==> src/rtl/panel_pkg.sv <==
// Shared constants and types for the front-panel key and status logic
package panel_pkg;

    // -------------------------------------------------------------------
    // Timing
    // -------------------------------------------------------------------
    localparam int CLK_MHZ = 250;
    localparam int DEBOUNCE_US = 10000;
    localparam int COMBO_HOLD_US = 500000;
    localparam int BLINK_US = 250000;
    localparam int DONE_US = 1000000;
    localparam int DEBOUNCE_CYCLES = DEBOUNCE_US * CLK_MHZ;
    localparam int COMBO_HOLD_CYCLES = COMBO_HOLD_US * CLK_MHZ;
    localparam int BLINK_CYCLES = BLINK_US * CLK_MHZ;
    localparam int DONE_CYCLES = DONE_US * CLK_MHZ;

    // -------------------------------------------------------------------
    // Display value layout
    // -------------------------------------------------------------------
    localparam int DIGITS = 5;
    localparam int DIGIT_W = 4;
    localparam int VALUE_W = DIGITS * DIGIT_W;
    localparam int SEL_W = 3;
    localparam logic [SEL_W-1:0] SEL_RESET = 3'h0;
    localparam logic [DIGIT_W-1:0] BCD_MAX = 4'h9;
    localparam int IND_W = 14;

    // Indicator segment positions, segment N at bit N-1
    localparam int IND_CTRL_POWER = 0;
    localparam int IND_READY = 1;
    localparam int IND_ENABLED = 2;
    localparam int IND_MATCH = 3;
    localparam int IND_MAIN_POWER = 4;
    localparam int IND_CMD_A = 5;
    localparam int IND_CMD_B = 6;
    localparam int IND_ROTATION = 7;
    localparam int IND_POS_MODE = 8;
    localparam int IND_SPD_MODE = 9;
    localparam int IND_TRQ_MODE = 10;
    localparam int IND_JOG = 11;
    localparam int IND_FULL_LOOP = 12;
    localparam int IND_AUX_5V = 13;

    typedef enum logic [3:0] {
        FN_STATUS = 4'h1,
        FN_AUX = 4'h2,
        FN_PARAM = 4'h4,
        FN_MONITOR = 4'h8
    } panel_fn_e;

    typedef enum logic [1:0] {
        CTRL_POSITION = 2'h0,
        CTRL_SPEED = 2'h1,
        CTRL_TORQUE = 2'h2
    } ctrl_mode_e;

    typedef enum logic [2:0] {
        SHOW_READY = 3'h0,
        SHOW_RUN = 3'h1,
        SHOW_FWD_INHIBIT = 3'h2,
        SHOW_REV_INHIBIT = 3'h3,
        SHOW_NOT_READY = 3'h4,
        SHOW_ALARM = 3'h5,
        SHOW_FUNCTION = 3'h6,
        SHOW_DONE = 3'h7
    } show_code_e;

    typedef struct packed {
        logic control_power_on;
        logic servo_ready;
        logic servo_enabled;
        logic fault_present;
        logic bus_voltage_ok;
        logic alarm_active;
        logic [7:0] alarm_number;
        logic forward_overtravel_input;
        logic reverse_overtravel_input;
        ctrl_mode_e control_mode;
        logic speed_match_flag;
        logic position_done_flag;
        logic main_power_on;
        logic torque_cmd_over;
        logic speed_cmd_over;
        logic clear_input;
        logic pulse_input_active;
        logic rotation_detect_flag;
        logic jog_mode;
        logic program_jog_mode;
        logic full_closed_loop;
        logic aux_connector_5v_on;
    } drive_status_s;

    typedef struct packed {
        show_code_e code;
        panel_fn_e menu_fn;
        logic [VALUE_W-1:0] digits;
        logic [DIGITS-1:0] blink_mask;
        logic lit_phase;
    } display_s;

endpackage

==> src/rtl/key_debounce.sv <==
// Pushbutton synchroniser and debouncer with press and release pulses
`timescale 1ns/1ps
module key_debounce #(
    parameter int STABLE_CYCLES = 2500000
) (
    input wire logic ref_clk,
    input wire logic reset,
    input wire logic key_pin,
    output logic held,
    output logic pressed,
    output logic released
);

    logic sync_a;
    logic sync_b;
    logic [31:0] stable_count;

    always_ff @(posedge ref_clk) begin
        if (reset) begin
            sync_a <= 1'b0;
            sync_b <= 1'b0;
        end else begin
            sync_a <= key_pin;
            sync_b <= sync_a;
        end
    end

    // Level is accepted only after it stays put for the whole window
    always_ff @(posedge ref_clk) begin
        if (reset) begin
            held <= 1'b0;
            pressed <= 1'b0;
            released <= 1'b0;
            stable_count <= 32'h0;
        end else begin
            pressed <= 1'b0;
            released <= 1'b0;
            if (sync_b == held) begin
                stable_count <= 32'h0;
            end else if (stable_count >= 32'(STABLE_CYCLES - 1)) begin
                stable_count <= 32'h0;
                held <= sync_b;
                pressed <= sync_b;
                released <= ~sync_b;
            end else begin
                stable_count <= stable_count + 32'h1;
            end
        end
    end

endmodule

==> src/rtl/tick_timer.sv <==
// Free-running phase toggle used for blinking and flashing
`timescale 1ns/1ps
module tick_timer #(
    parameter int HALF_CYCLES = 62500000
) (
    input wire logic ref_clk,
    input wire logic reset,
    output logic phase
);

    logic [31:0] count;

    always_ff @(posedge ref_clk) begin
        if (reset) begin
            count <= 32'h0;
            phase <= 1'b1;
        end else if (count >= 32'(HALF_CYCLES - 1)) begin
            count <= 32'h0;
            phase <= ~phase;
        end else begin
            count <= count + 32'h1;
        end
    end

endmodule

==> src/rtl/panel_keys_status_display.sv <==
// Front-panel key handling, function switching, status codes and indicator segments
// Notes on behaviour
// RULE1: Mode key advances the function; during an edit it commits the value.
// RULE2: Each up press raises the edited value at the selected digit.
// RULE3: Each down press lowers the edited value at the selected digit.
// RULE4: Shift key shows the stored value; in edit it moves digit left, digit blinks.
// RULE5: Holding up and down together clears an active alarm.
// RULE6: Mode presses cycle status, auxiliary, parameter and monitor functions.
// RULE7: Show ready code when ready and disabled, run code when enabled.
// RULE8: Open forward overtravel input shows the forward-inhibited code.
// RULE9: Open reverse overtravel input shows the reverse-inhibited code.
// RULE10: Fault or missing bus voltage shows not-ready; alarm flashes its number.
// RULE11: Segment 1 follows control power.
// RULE12: Segment 2 lit when the drive can accept servo-on.
// RULE13: Segment 3 follows servo enable.
// RULE14: Speed mode: segment 4 shows speed match within limit.
// RULE15: Position mode: segment 4 shows position error within limit.
// RULE16: Segment 5 follows main circuit power.
// RULE17: Segment 6 torque command over, segment 7 speed command over. Logic shows 6 only in torque mode, 7 only in speed mode.
// RULE18: Position mode: segment 6 clear input, segment 7 pulses arriving.
// RULE19: Segment 8 lit while motor speed exceeds rotation threshold.
// RULE20: Exactly one of segments 9, 10, 11 shows the control mode.
// RULE21: Segment 12 lit in either jog mode.
// RULE22: Segment 13 full closed loop, segment 14 auxiliary 5 V supplied.
// RULE23: Keys are debounced; up plus down hold is a distinct combination.
`timescale 1ns/1ps
module panel_keys_status_display
    import panel_pkg::*;
#(
    parameter int DEBOUNCE_LEN = DEBOUNCE_CYCLES,
    parameter int COMBO_HOLD_LEN = COMBO_HOLD_CYCLES,
    parameter int BLINK_LEN = BLINK_CYCLES,
    parameter int DONE_LEN = DONE_CYCLES
) (
    input wire logic ref_clk,
    input wire logic reset,
    input wire logic key_mode,
    input wire logic key_up,
    input wire logic key_down,
    input wire logic key_shift,
    input wire drive_status_s drive_status,
    input wire logic [VALUE_W-1:0] stored_value,
    output display_s display,
    output logic [IND_W-1:0] indicators,
    output logic value_commit,
    output logic [VALUE_W-1:0] commit_value,
    output logic alarm_reset
);

    // -------------------------------------------------------------------
    // Key conditioning
    // -------------------------------------------------------------------
    logic mode_held;
    logic mode_press;
    logic up_held;
    logic up_release;
    logic down_held;
    logic down_release;
    logic shift_held;
    logic shift_press;
    logic blink_phase;

    key_debounce #(.STABLE_CYCLES(DEBOUNCE_LEN)) u_mode_key (
        .ref_clk(ref_clk),
        .reset(reset),
        .key_pin(key_mode),
        .held(mode_held),
        .pressed(mode_press),
        .released()
    );

    key_debounce #(.STABLE_CYCLES(DEBOUNCE_LEN)) u_up_key (
        .ref_clk(ref_clk),
        .reset(reset),
        .key_pin(key_up),
        .held(up_held),
        .pressed(),
        .released(up_release)
    );

    key_debounce #(.STABLE_CYCLES(DEBOUNCE_LEN)) u_down_key (
        .ref_clk(ref_clk),
        .reset(reset),
        .key_pin(key_down),
        .held(down_held),
        .pressed(),
        .released(down_release)
    );

    key_debounce #(.STABLE_CYCLES(DEBOUNCE_LEN)) u_shift_key (
        .ref_clk(ref_clk),
        .reset(reset),
        .key_pin(key_shift),
        .held(shift_held),
        .pressed(shift_press),
        .released()
    );

    tick_timer #(.HALF_CYCLES(BLINK_LEN)) u_blink (
        .ref_clk(ref_clk),
        .reset(reset),
        .phase(blink_phase)
    );

    // -------------------------------------------------------------------
    // Helpers
    // -------------------------------------------------------------------
    // Decimal step with carry or borrow into higher digits, wrapping at the top
    function automatic logic [VALUE_W-1:0] bcd_step(input logic [VALUE_W-1:0] value,
                                                     input logic [SEL_W-1:0] sel,
                                                     input logic up);
        logic [VALUE_W-1:0] result;
        logic [DIGIT_W-1:0] d;
        logic carry;
        result = value;
        carry = 1'b1;
        for (int i = 0; i < DIGITS; i++) begin
            d = value[i*DIGIT_W +: DIGIT_W];
            if (i >= int'(sel) && carry) begin
                if (up) begin
                    carry = (d == BCD_MAX);
                    d = carry ? 4'h0 : d + 4'h1;
                end else begin
                    carry = (d == 4'h0);
                    d = carry ? BCD_MAX : d - 4'h1;
                end
            end
            result[i*DIGIT_W +: DIGIT_W] = d;
        end
        return result;
    endfunction

    function automatic panel_fn_e next_function(input panel_fn_e current);
        case (current)
            FN_STATUS: return FN_AUX;
            FN_AUX: return FN_PARAM;
            FN_PARAM: return FN_MONITOR;
            FN_MONITOR: return FN_STATUS;
            default: return FN_STATUS;
        endcase
    endfunction

    // -------------------------------------------------------------------
    // Up/down combination
    // -------------------------------------------------------------------
    logic combo_seen;
    logic combo_fired;
    logic [31:0] combo_count;
    logic up_edit;
    logic down_edit;

    // A release counts as an edit only if the other key never joined in
    assign up_edit = up_release && !combo_seen && !down_held;
    assign down_edit = down_release && !combo_seen && !up_held;

    always_ff @(posedge ref_clk) begin
        if (reset) begin
            combo_seen <= 1'b0;
        end else if (up_held && down_held) begin
            combo_seen <= 1'b1; // [RULE23]
        end else if (!up_held && !down_held) begin
            combo_seen <= 1'b0;
        end
    end

    always_ff @(posedge ref_clk) begin
        if (reset) begin
            combo_count <= 32'h0;
            combo_fired <= 1'b0;
            alarm_reset <= 1'b0;
        end else begin
            alarm_reset <= 1'b0;
            if (!(up_held && down_held)) begin
                combo_count <= 32'h0;
                combo_fired <= 1'b0;
            end else if (combo_fired) begin
                combo_count <= 32'h0;
            end else if (combo_count >= 32'(COMBO_HOLD_LEN - 1)) begin
                combo_fired <= 1'b1;
                alarm_reset <= drive_status.alarm_active; // [RULE5]
            end else begin
                combo_count <= combo_count + 32'h1;
            end
        end
    end

    // -------------------------------------------------------------------
    // Function selection and value editing
    // -------------------------------------------------------------------
    panel_fn_e function_sel;
    logic editing;
    logic [VALUE_W-1:0] edit_value;
    logic [SEL_W-1:0] digit_sel;
    logic [31:0] done_count;
    logic done_showing;

    always_ff @(posedge ref_clk) begin
        if (reset) begin
            function_sel <= FN_STATUS;
        end else if (mode_press && !editing && !done_showing) begin
            function_sel <= next_function(function_sel); // [RULE1] [RULE6]
        end
    end

    always_ff @(posedge ref_clk) begin
        if (reset) begin
            editing <= 1'b0;
            edit_value <= '0;
            digit_sel <= SEL_RESET;
            value_commit <= 1'b0;
            commit_value <= '0;
        end else begin
            value_commit <= 1'b0;
            if (!editing) begin
                if (shift_press && function_sel != FN_STATUS) begin
                    editing <= 1'b1;
                    edit_value <= stored_value; // [RULE4]
                    digit_sel <= SEL_RESET;
                end
            end else if (mode_press) begin
                editing <= 1'b0;
                value_commit <= 1'b1; // [RULE1]
                commit_value <= edit_value;
            end else if (shift_press) begin
                if (digit_sel == SEL_W'(DIGITS - 1)) begin
                    digit_sel <= SEL_RESET;
                end else begin
                    digit_sel <= digit_sel + 3'h1; // [RULE4]
                end
            end else if (up_edit) begin
                edit_value <= bcd_step(edit_value, digit_sel, 1'b1); // [RULE2]
            end else if (down_edit) begin
                edit_value <= bcd_step(edit_value, digit_sel, 1'b0); // [RULE3]
            end
        end
    end

    // Commit acknowledgement stays on screen for a while, mode key meanwhile ignored
    always_ff @(posedge ref_clk) begin
        if (reset) begin
            done_showing <= 1'b0;
            done_count <= 32'h0;
        end else if (value_commit) begin
            done_showing <= 1'b1;
            done_count <= 32'h0;
        end else if (done_showing) begin
            if (done_count >= 32'(DONE_LEN - 1)) begin
                done_showing <= 1'b0;
            end else begin
                done_count <= done_count + 32'h1;
            end
        end
    end

    // -------------------------------------------------------------------
    // Status code
    // -------------------------------------------------------------------
    show_code_e status_code;

    always_comb begin
        if (drive_status.alarm_active) begin
            status_code = SHOW_ALARM; // [RULE10]
        end else if (drive_status.fault_present || !drive_status.bus_voltage_ok) begin
            status_code = SHOW_NOT_READY; // [RULE10]
        end else if (!drive_status.forward_overtravel_input) begin
            status_code = SHOW_FWD_INHIBIT; // [RULE8]
        end else if (!drive_status.reverse_overtravel_input) begin
            status_code = SHOW_REV_INHIBIT; // [RULE9]
        end else if (drive_status.servo_enabled) begin
            status_code = SHOW_RUN; // [RULE7]
        end else begin
            status_code = SHOW_READY; // [RULE7]
        end
    end

    // -------------------------------------------------------------------
    // Display register
    // -------------------------------------------------------------------
    always_ff @(posedge ref_clk) begin
        if (reset) begin
            display.code <= SHOW_READY;
            display.menu_fn <= FN_STATUS;
            display.digits <= '0;
            display.blink_mask <= '0;
            display.lit_phase <= 1'b1;
        end else begin
            display.menu_fn <= function_sel;
            display.lit_phase <= blink_phase;
            display.blink_mask <= '0;
            display.digits <= '0;
            if (done_showing) begin
                display.code <= SHOW_DONE;
                display.blink_mask <= '1;
                display.digits <= commit_value;
            end else if (editing) begin
                display.code <= SHOW_FUNCTION;
                display.digits <= edit_value;
                display.blink_mask <= DIGITS'(1) << digit_sel; // [RULE4]
            end else if (function_sel == FN_STATUS) begin
                display.code <= status_code;
                if (status_code == SHOW_ALARM) begin
                    display.digits <= VALUE_W'(drive_status.alarm_number);
                    display.blink_mask <= '1; // [RULE10]
                end
            end else begin
                display.code <= SHOW_FUNCTION;
            end
        end
    end

    // -------------------------------------------------------------------
    // Indicator segments
    // -------------------------------------------------------------------
    logic pos_mode;
    logic spd_mode;
    logic trq_mode;

    assign pos_mode = (drive_status.control_mode == CTRL_POSITION);
    assign spd_mode = (drive_status.control_mode == CTRL_SPEED);
    // Unused mode encoding falls back to torque so one mode segment always shows
    assign trq_mode = !pos_mode && !spd_mode;

    always_ff @(posedge ref_clk) begin
        if (reset) begin
            indicators <= '0;
        end else begin
            indicators[IND_CTRL_POWER] <= drive_status.control_power_on; // [RULE11]
            indicators[IND_READY] <= drive_status.servo_ready; // [RULE12]
            indicators[IND_ENABLED] <= drive_status.servo_enabled; // [RULE13]
            if (pos_mode) begin
                indicators[IND_MATCH] <= drive_status.position_done_flag; // [RULE15]
                indicators[IND_CMD_A] <= drive_status.clear_input; // [RULE18]
                indicators[IND_CMD_B] <= drive_status.pulse_input_active; // [RULE18]
            end else begin
                indicators[IND_MATCH] <= spd_mode && drive_status.speed_match_flag; // [RULE14]
                indicators[IND_CMD_A] <= trq_mode && drive_status.torque_cmd_over; // [RULE17]
                indicators[IND_CMD_B] <= spd_mode && drive_status.speed_cmd_over; // [RULE17]
            end
            indicators[IND_MAIN_POWER] <= drive_status.main_power_on; // [RULE16]
            indicators[IND_ROTATION] <= drive_status.rotation_detect_flag; // [RULE19]
            indicators[IND_POS_MODE] <= pos_mode; // [RULE20]
            indicators[IND_SPD_MODE] <= spd_mode; // [RULE20]
            indicators[IND_TRQ_MODE] <= trq_mode; // [RULE20]
            indicators[IND_JOG] <= drive_status.jog_mode || drive_status.program_jog_mode; // [RULE21]
            indicators[IND_FULL_LOOP] <= drive_status.full_closed_loop; // [RULE22]
            indicators[IND_AUX_5V] <= drive_status.aux_connector_5v_on; // [RULE22]
        end
    end

endmodule

==> config.mk <==
export PLATFORM = sky130hd
export DESIGN_NAME = panel_keys_status_display
export DESIGN_NICKNAME = d
export VERILOG_FILES = /design/src/rtl/panel_pkg.sv /design/src/rtl/key_debounce.sv /design/src/rtl/tick_timer.sv /design/src/rtl/panel_keys_status_display.sv
export SDC_FILE = /design/constraint.sdc
export NUM_CORES = 1
export LEC_CHECK = 0
export BUFFER_PORTS_ARGS = -buffer_cell sky130_fd_sc_hd__buf_2
export CAP_MARGIN = 20
export CORE_AREA = 2 2 185 205
export CTS_CLUSTER_DIAMETER = 200
export CTS_CLUSTER_SIZE = 25
export DETAILED_ROUTE_END_ITERATION = 8
export DIE_AREA = 0 0 187 207
export HOLD_SLACK_MARGIN = 0.02
export PLACE_DENSITY_LB_ADDON = 0.12
export SYNTH_ARGS = -nofsm -noshare
export SYNTH_HDL_FRONTEND = slang
export SYNTH_SLANG_ARGS = --single-unit
==> constraint.sdc <==
create_clock -name ref_clk -period 7.1 [get_ports ref_clk]
set_clock_uncertainty 0.2 [all_clocks]
set_input_delay 1.42 -clock ref_clk [delete_from_list [all_inputs] [get_ports ref_clk]]
set_output_delay 1.42 -clock ref_clk [all_outputs]
set_load 0.03 [all_outputs]
==> impl_metrics.env <==
export IMPL_io_pins=125
export IMPL_path_cells="buf_4, inv_1, nand3b_1, or4_1, nand2_1"
export IMPL_clock_latency_ps=530
export IMPL_clkTransAtPathRegs_ps=100
export IMPL_finalCritPeriodShare_pct=49.44
export IMPL_finalPower_mw=3.110
export IMPL_clockBufferDepth=3
export IMPL_holdPathStages=1
export IMPL_rsz0062_at_grt="no"
export IMPL_cts_inserted_buffers=17
export IMPL_ys_seq_area_share_pct=47.34
export IMPL_grt_max_degree=68
export IMPL_synthArstFlopShare_pct=0
export IMPL_worstPathArrival_ps=3770
export IMPL_grt_total_usage_pct=15.88
export IMPL_synth_top_area_cell="dfxtp_1"
export IMPL_gp_congestion=0.7622
export IMPL_htreeDepth=1
export IMPL_syn_cell_area_sq_mm=0.01442
export IMPL_vias=11465
export IMPL_setup_viol=0
export IMPL_crit_fanout=39
export IMPL_hold_path_class="flop to flop"
export IMPL_rows=74
export IMPL_grt_overflow_total=0
export IMPL_syn_area_per_cell_sq_um=8.588
export IMPL_core_sq_mm=0.03676
export IMPL_cp_start_kind="input pin"
export IMPL_rr_worst_depth=4
export IMPL_synth_top_area_share_pct=47.34
export IMPL_detail_route_antenna_nets=0
export IMPL_cts_resized=0
export IMPL_setup_tns_ps=0
export IMPL_synth_edf_count=0
export IMPL_yosys_top_cells_area="dfxtp_1 (47%), nor2_1 (7.5%), xnor2_1 (4.9%)"
export IMPL_hold_buffers=0
export IMPL_slowest_stage="nand3b_1"
export IMPL_outcome="finished clean"
export IMPL_slew_headroom_pct=29.59
export IMPL_dieArea_sq_mm=0.03871
export IMPL_drt_iter0_markers=517
export IMPL_yosys_most_used_dff="dfxtp_1"
export IMPL_nNetsFinal=1857
export IMPL_avgViaCountPerCell=5.024
export IMPL_fmax_mhz=284.9
export IMPL_min_period_ps=3510
export IMPL_cts_root_buffer="clkbuf_16"
export IMPL_endpoint_kind="flop"
export IMPL_fillers=3708
export IMPL_drcViolationCount=0
export IMPL_ys_types=79
export IMPL_cts_setup_buffers=0
export IMPL_die_h_um=207
export IMPL_num_antenna_cells=0
export IMPL_final_cell_count_no_fill=2282
export IMPL_portBuffers=124
export IMPL_drive_gt1_share_pct=9.843
export IMPL_drtPass1Iterations=5
export IMPL_leakage_nw=5.553
export IMPL_clock_sinks=341
export IMPL_holdWs_ps=265.1
export IMPL_hold_viol_final=0
export IMPL_p_per_area_mw_per_mm2=194.2
export IMPL_syn_to_final_growth_pct=11.06
export IMPL_vdd_ir_drop_max_uv=158.9
export IMPL_place_ws_ps=3033
export IMPL_dp_cells=2262
export IMPL_yosysWarningCount=0
export IMPL_criticalPathCategory="input pin to flop"
export IMPL_synth_cells=1679
export IMPL_tritoncts="built"
export IMPL_slew_violations=0
export IMPL_drv_cap=0
export IMPL_wl_per_cell_um=13.75
export IMPL_fp_dieW_um=187
export IMPL_start_util_pct=39.23
export IMPL_cp_slowest_stage_delay_ps=760
export IMPL_grt_pass1_vias=10751
export IMPL_totalWireLength_um=31370
export IMPL_worst_slack_ps=3590
export IMPL_ys_ff_latch=341
export IMPL_grt_pass1_wl_um=52750
export IMPL_dpl_hpwl_um=21420
export IMPL_tightestPinTransition_ps=1056
export IMPL_antenna_found_initial=3
export IMPL_worstPathRequired_ps=7360
## layout by cell type (no fill, tap or decap), drive strengths merged, types with 13 or more instances in the layout
master  netlist  layout
dfxtp       341     341
inv          35      37
mux2i        14      14
clkbuf       73      17
nor3         34      34
and4         16      16
nand2       153     153
o21ai        39      39
nand3        79      79
and3         24      24
ha           13      13
nor2        289     289
xnor2        80      80
nand4        43      43
buf          14     131
or4          16      16
xor2         68      68
nor4         23      23
conb          1      46
a21oi        89      89
and2         26      26
nor2b        31      31
## metrics by stage
step / cell area [sq um] / util [%]
after floorplan: 14590 / -
after global placement: 15550 / 42.32
after detailed placement: 15550 / 42.32
after CTS: 16000 / 43.53
after global routing: 16010 / 43.56
final: 16010 / 43.56
## final timing paths
path	end	slack, ps	start
max	combo_count[8]	3590	reset
min reg2reg	combo_count[28]	270	combo_count[28]
max reg2reg	edit_value[18]	3860	editing
min	combo_count[28]	270	combo_count[28]
## metal layers
layer	wire, um	up-vias	global-route usage (%)
met4	423	6	2.983
met2	14570	126	27.59
met5	46	-	0
met3	1164	34	2.423
met1	15160	5345	21.00
li1	-	5954	-
## sequential cells by signal (all words and copies together), names as in the netlist, 3 cells and up
register / count
display: 33
u_shift_key.stable_count: 32
indicators: 14
commit_value: 20
edit_value: 20
u_up_key.stable_count: 32
digit_sel: 3
u_blink.count: 32
done_count: 32
combo_count: 32
u_down_key.stable_count: 32
function_sel: 4
u_mode_key.stable_count: 32
## layout make-up
| cell class | instances | area [sq um] | share of cell area [%] |
|---|---|---|---|
| multi-input cells | 1261 | 7302 | 45.60 |
| flip-flops and latches | 341 | 6828 | 42.64 |
| repair buffers | 132 | 688.2 | 4.298 |
| well taps | 494 | 618.1 | 3.860 |
| clock buffers | 17 | 425.4 | 2.657 |
| inverters | 35 | 131.4 | 0.8204 |
| clock inverters | 2 | 20.02 | 0.1250 |
## report_power, final
group / internal, mW / switching (mW) / leakage [nW] / total (mW)
sequential: 1.94 / 0.0126 / 2.77 / 1.95
combinational: 0.0376 / 0.0683 / 2.56 / 0.106
clock: 0.440 / 0.612 / 0.220 / 1.05
total: 2.42 / 0.693 / 5.55 / 3.11
## cell families (layout without fill, tap and decap cells)
kind of cell | after synthesis | count (layout) | share of synthesized area, %
AOI/OAI and AO/OA | 250 | 250 | 11.65
xor gates and xnor gates | 148 | 148 | 8.990
adders and majority gates | 13 | 13 | 1.128
buffers and inverters | 122 | 186 | 3.263
DFF | 341 | 341 | 47.34
muxes | 15 | 15 | 1.050
other | 1 | 46 | 0.02601
and+or+nand+nor | 789 | 789 | 26.54
## Yosys cell counts, types with 24 or more instances
library cell	instances
dfxtp_1	341
nor2_1	289
nand2_1	153
a21oi_1	89
xnor2_1	80
nand3_1	79
clkbuf_1	73
xor2_1	68
nand4_1	43
o21ai_0	37
inv_1	35
nor3_1	34
nor2b_1	31
and3_1	24
## critical path: cells and delay by family
kind          cells  cell delay [ps]
buf+inv           2              760
simple gates      3             1560
(Power assumes the default switching activity.)
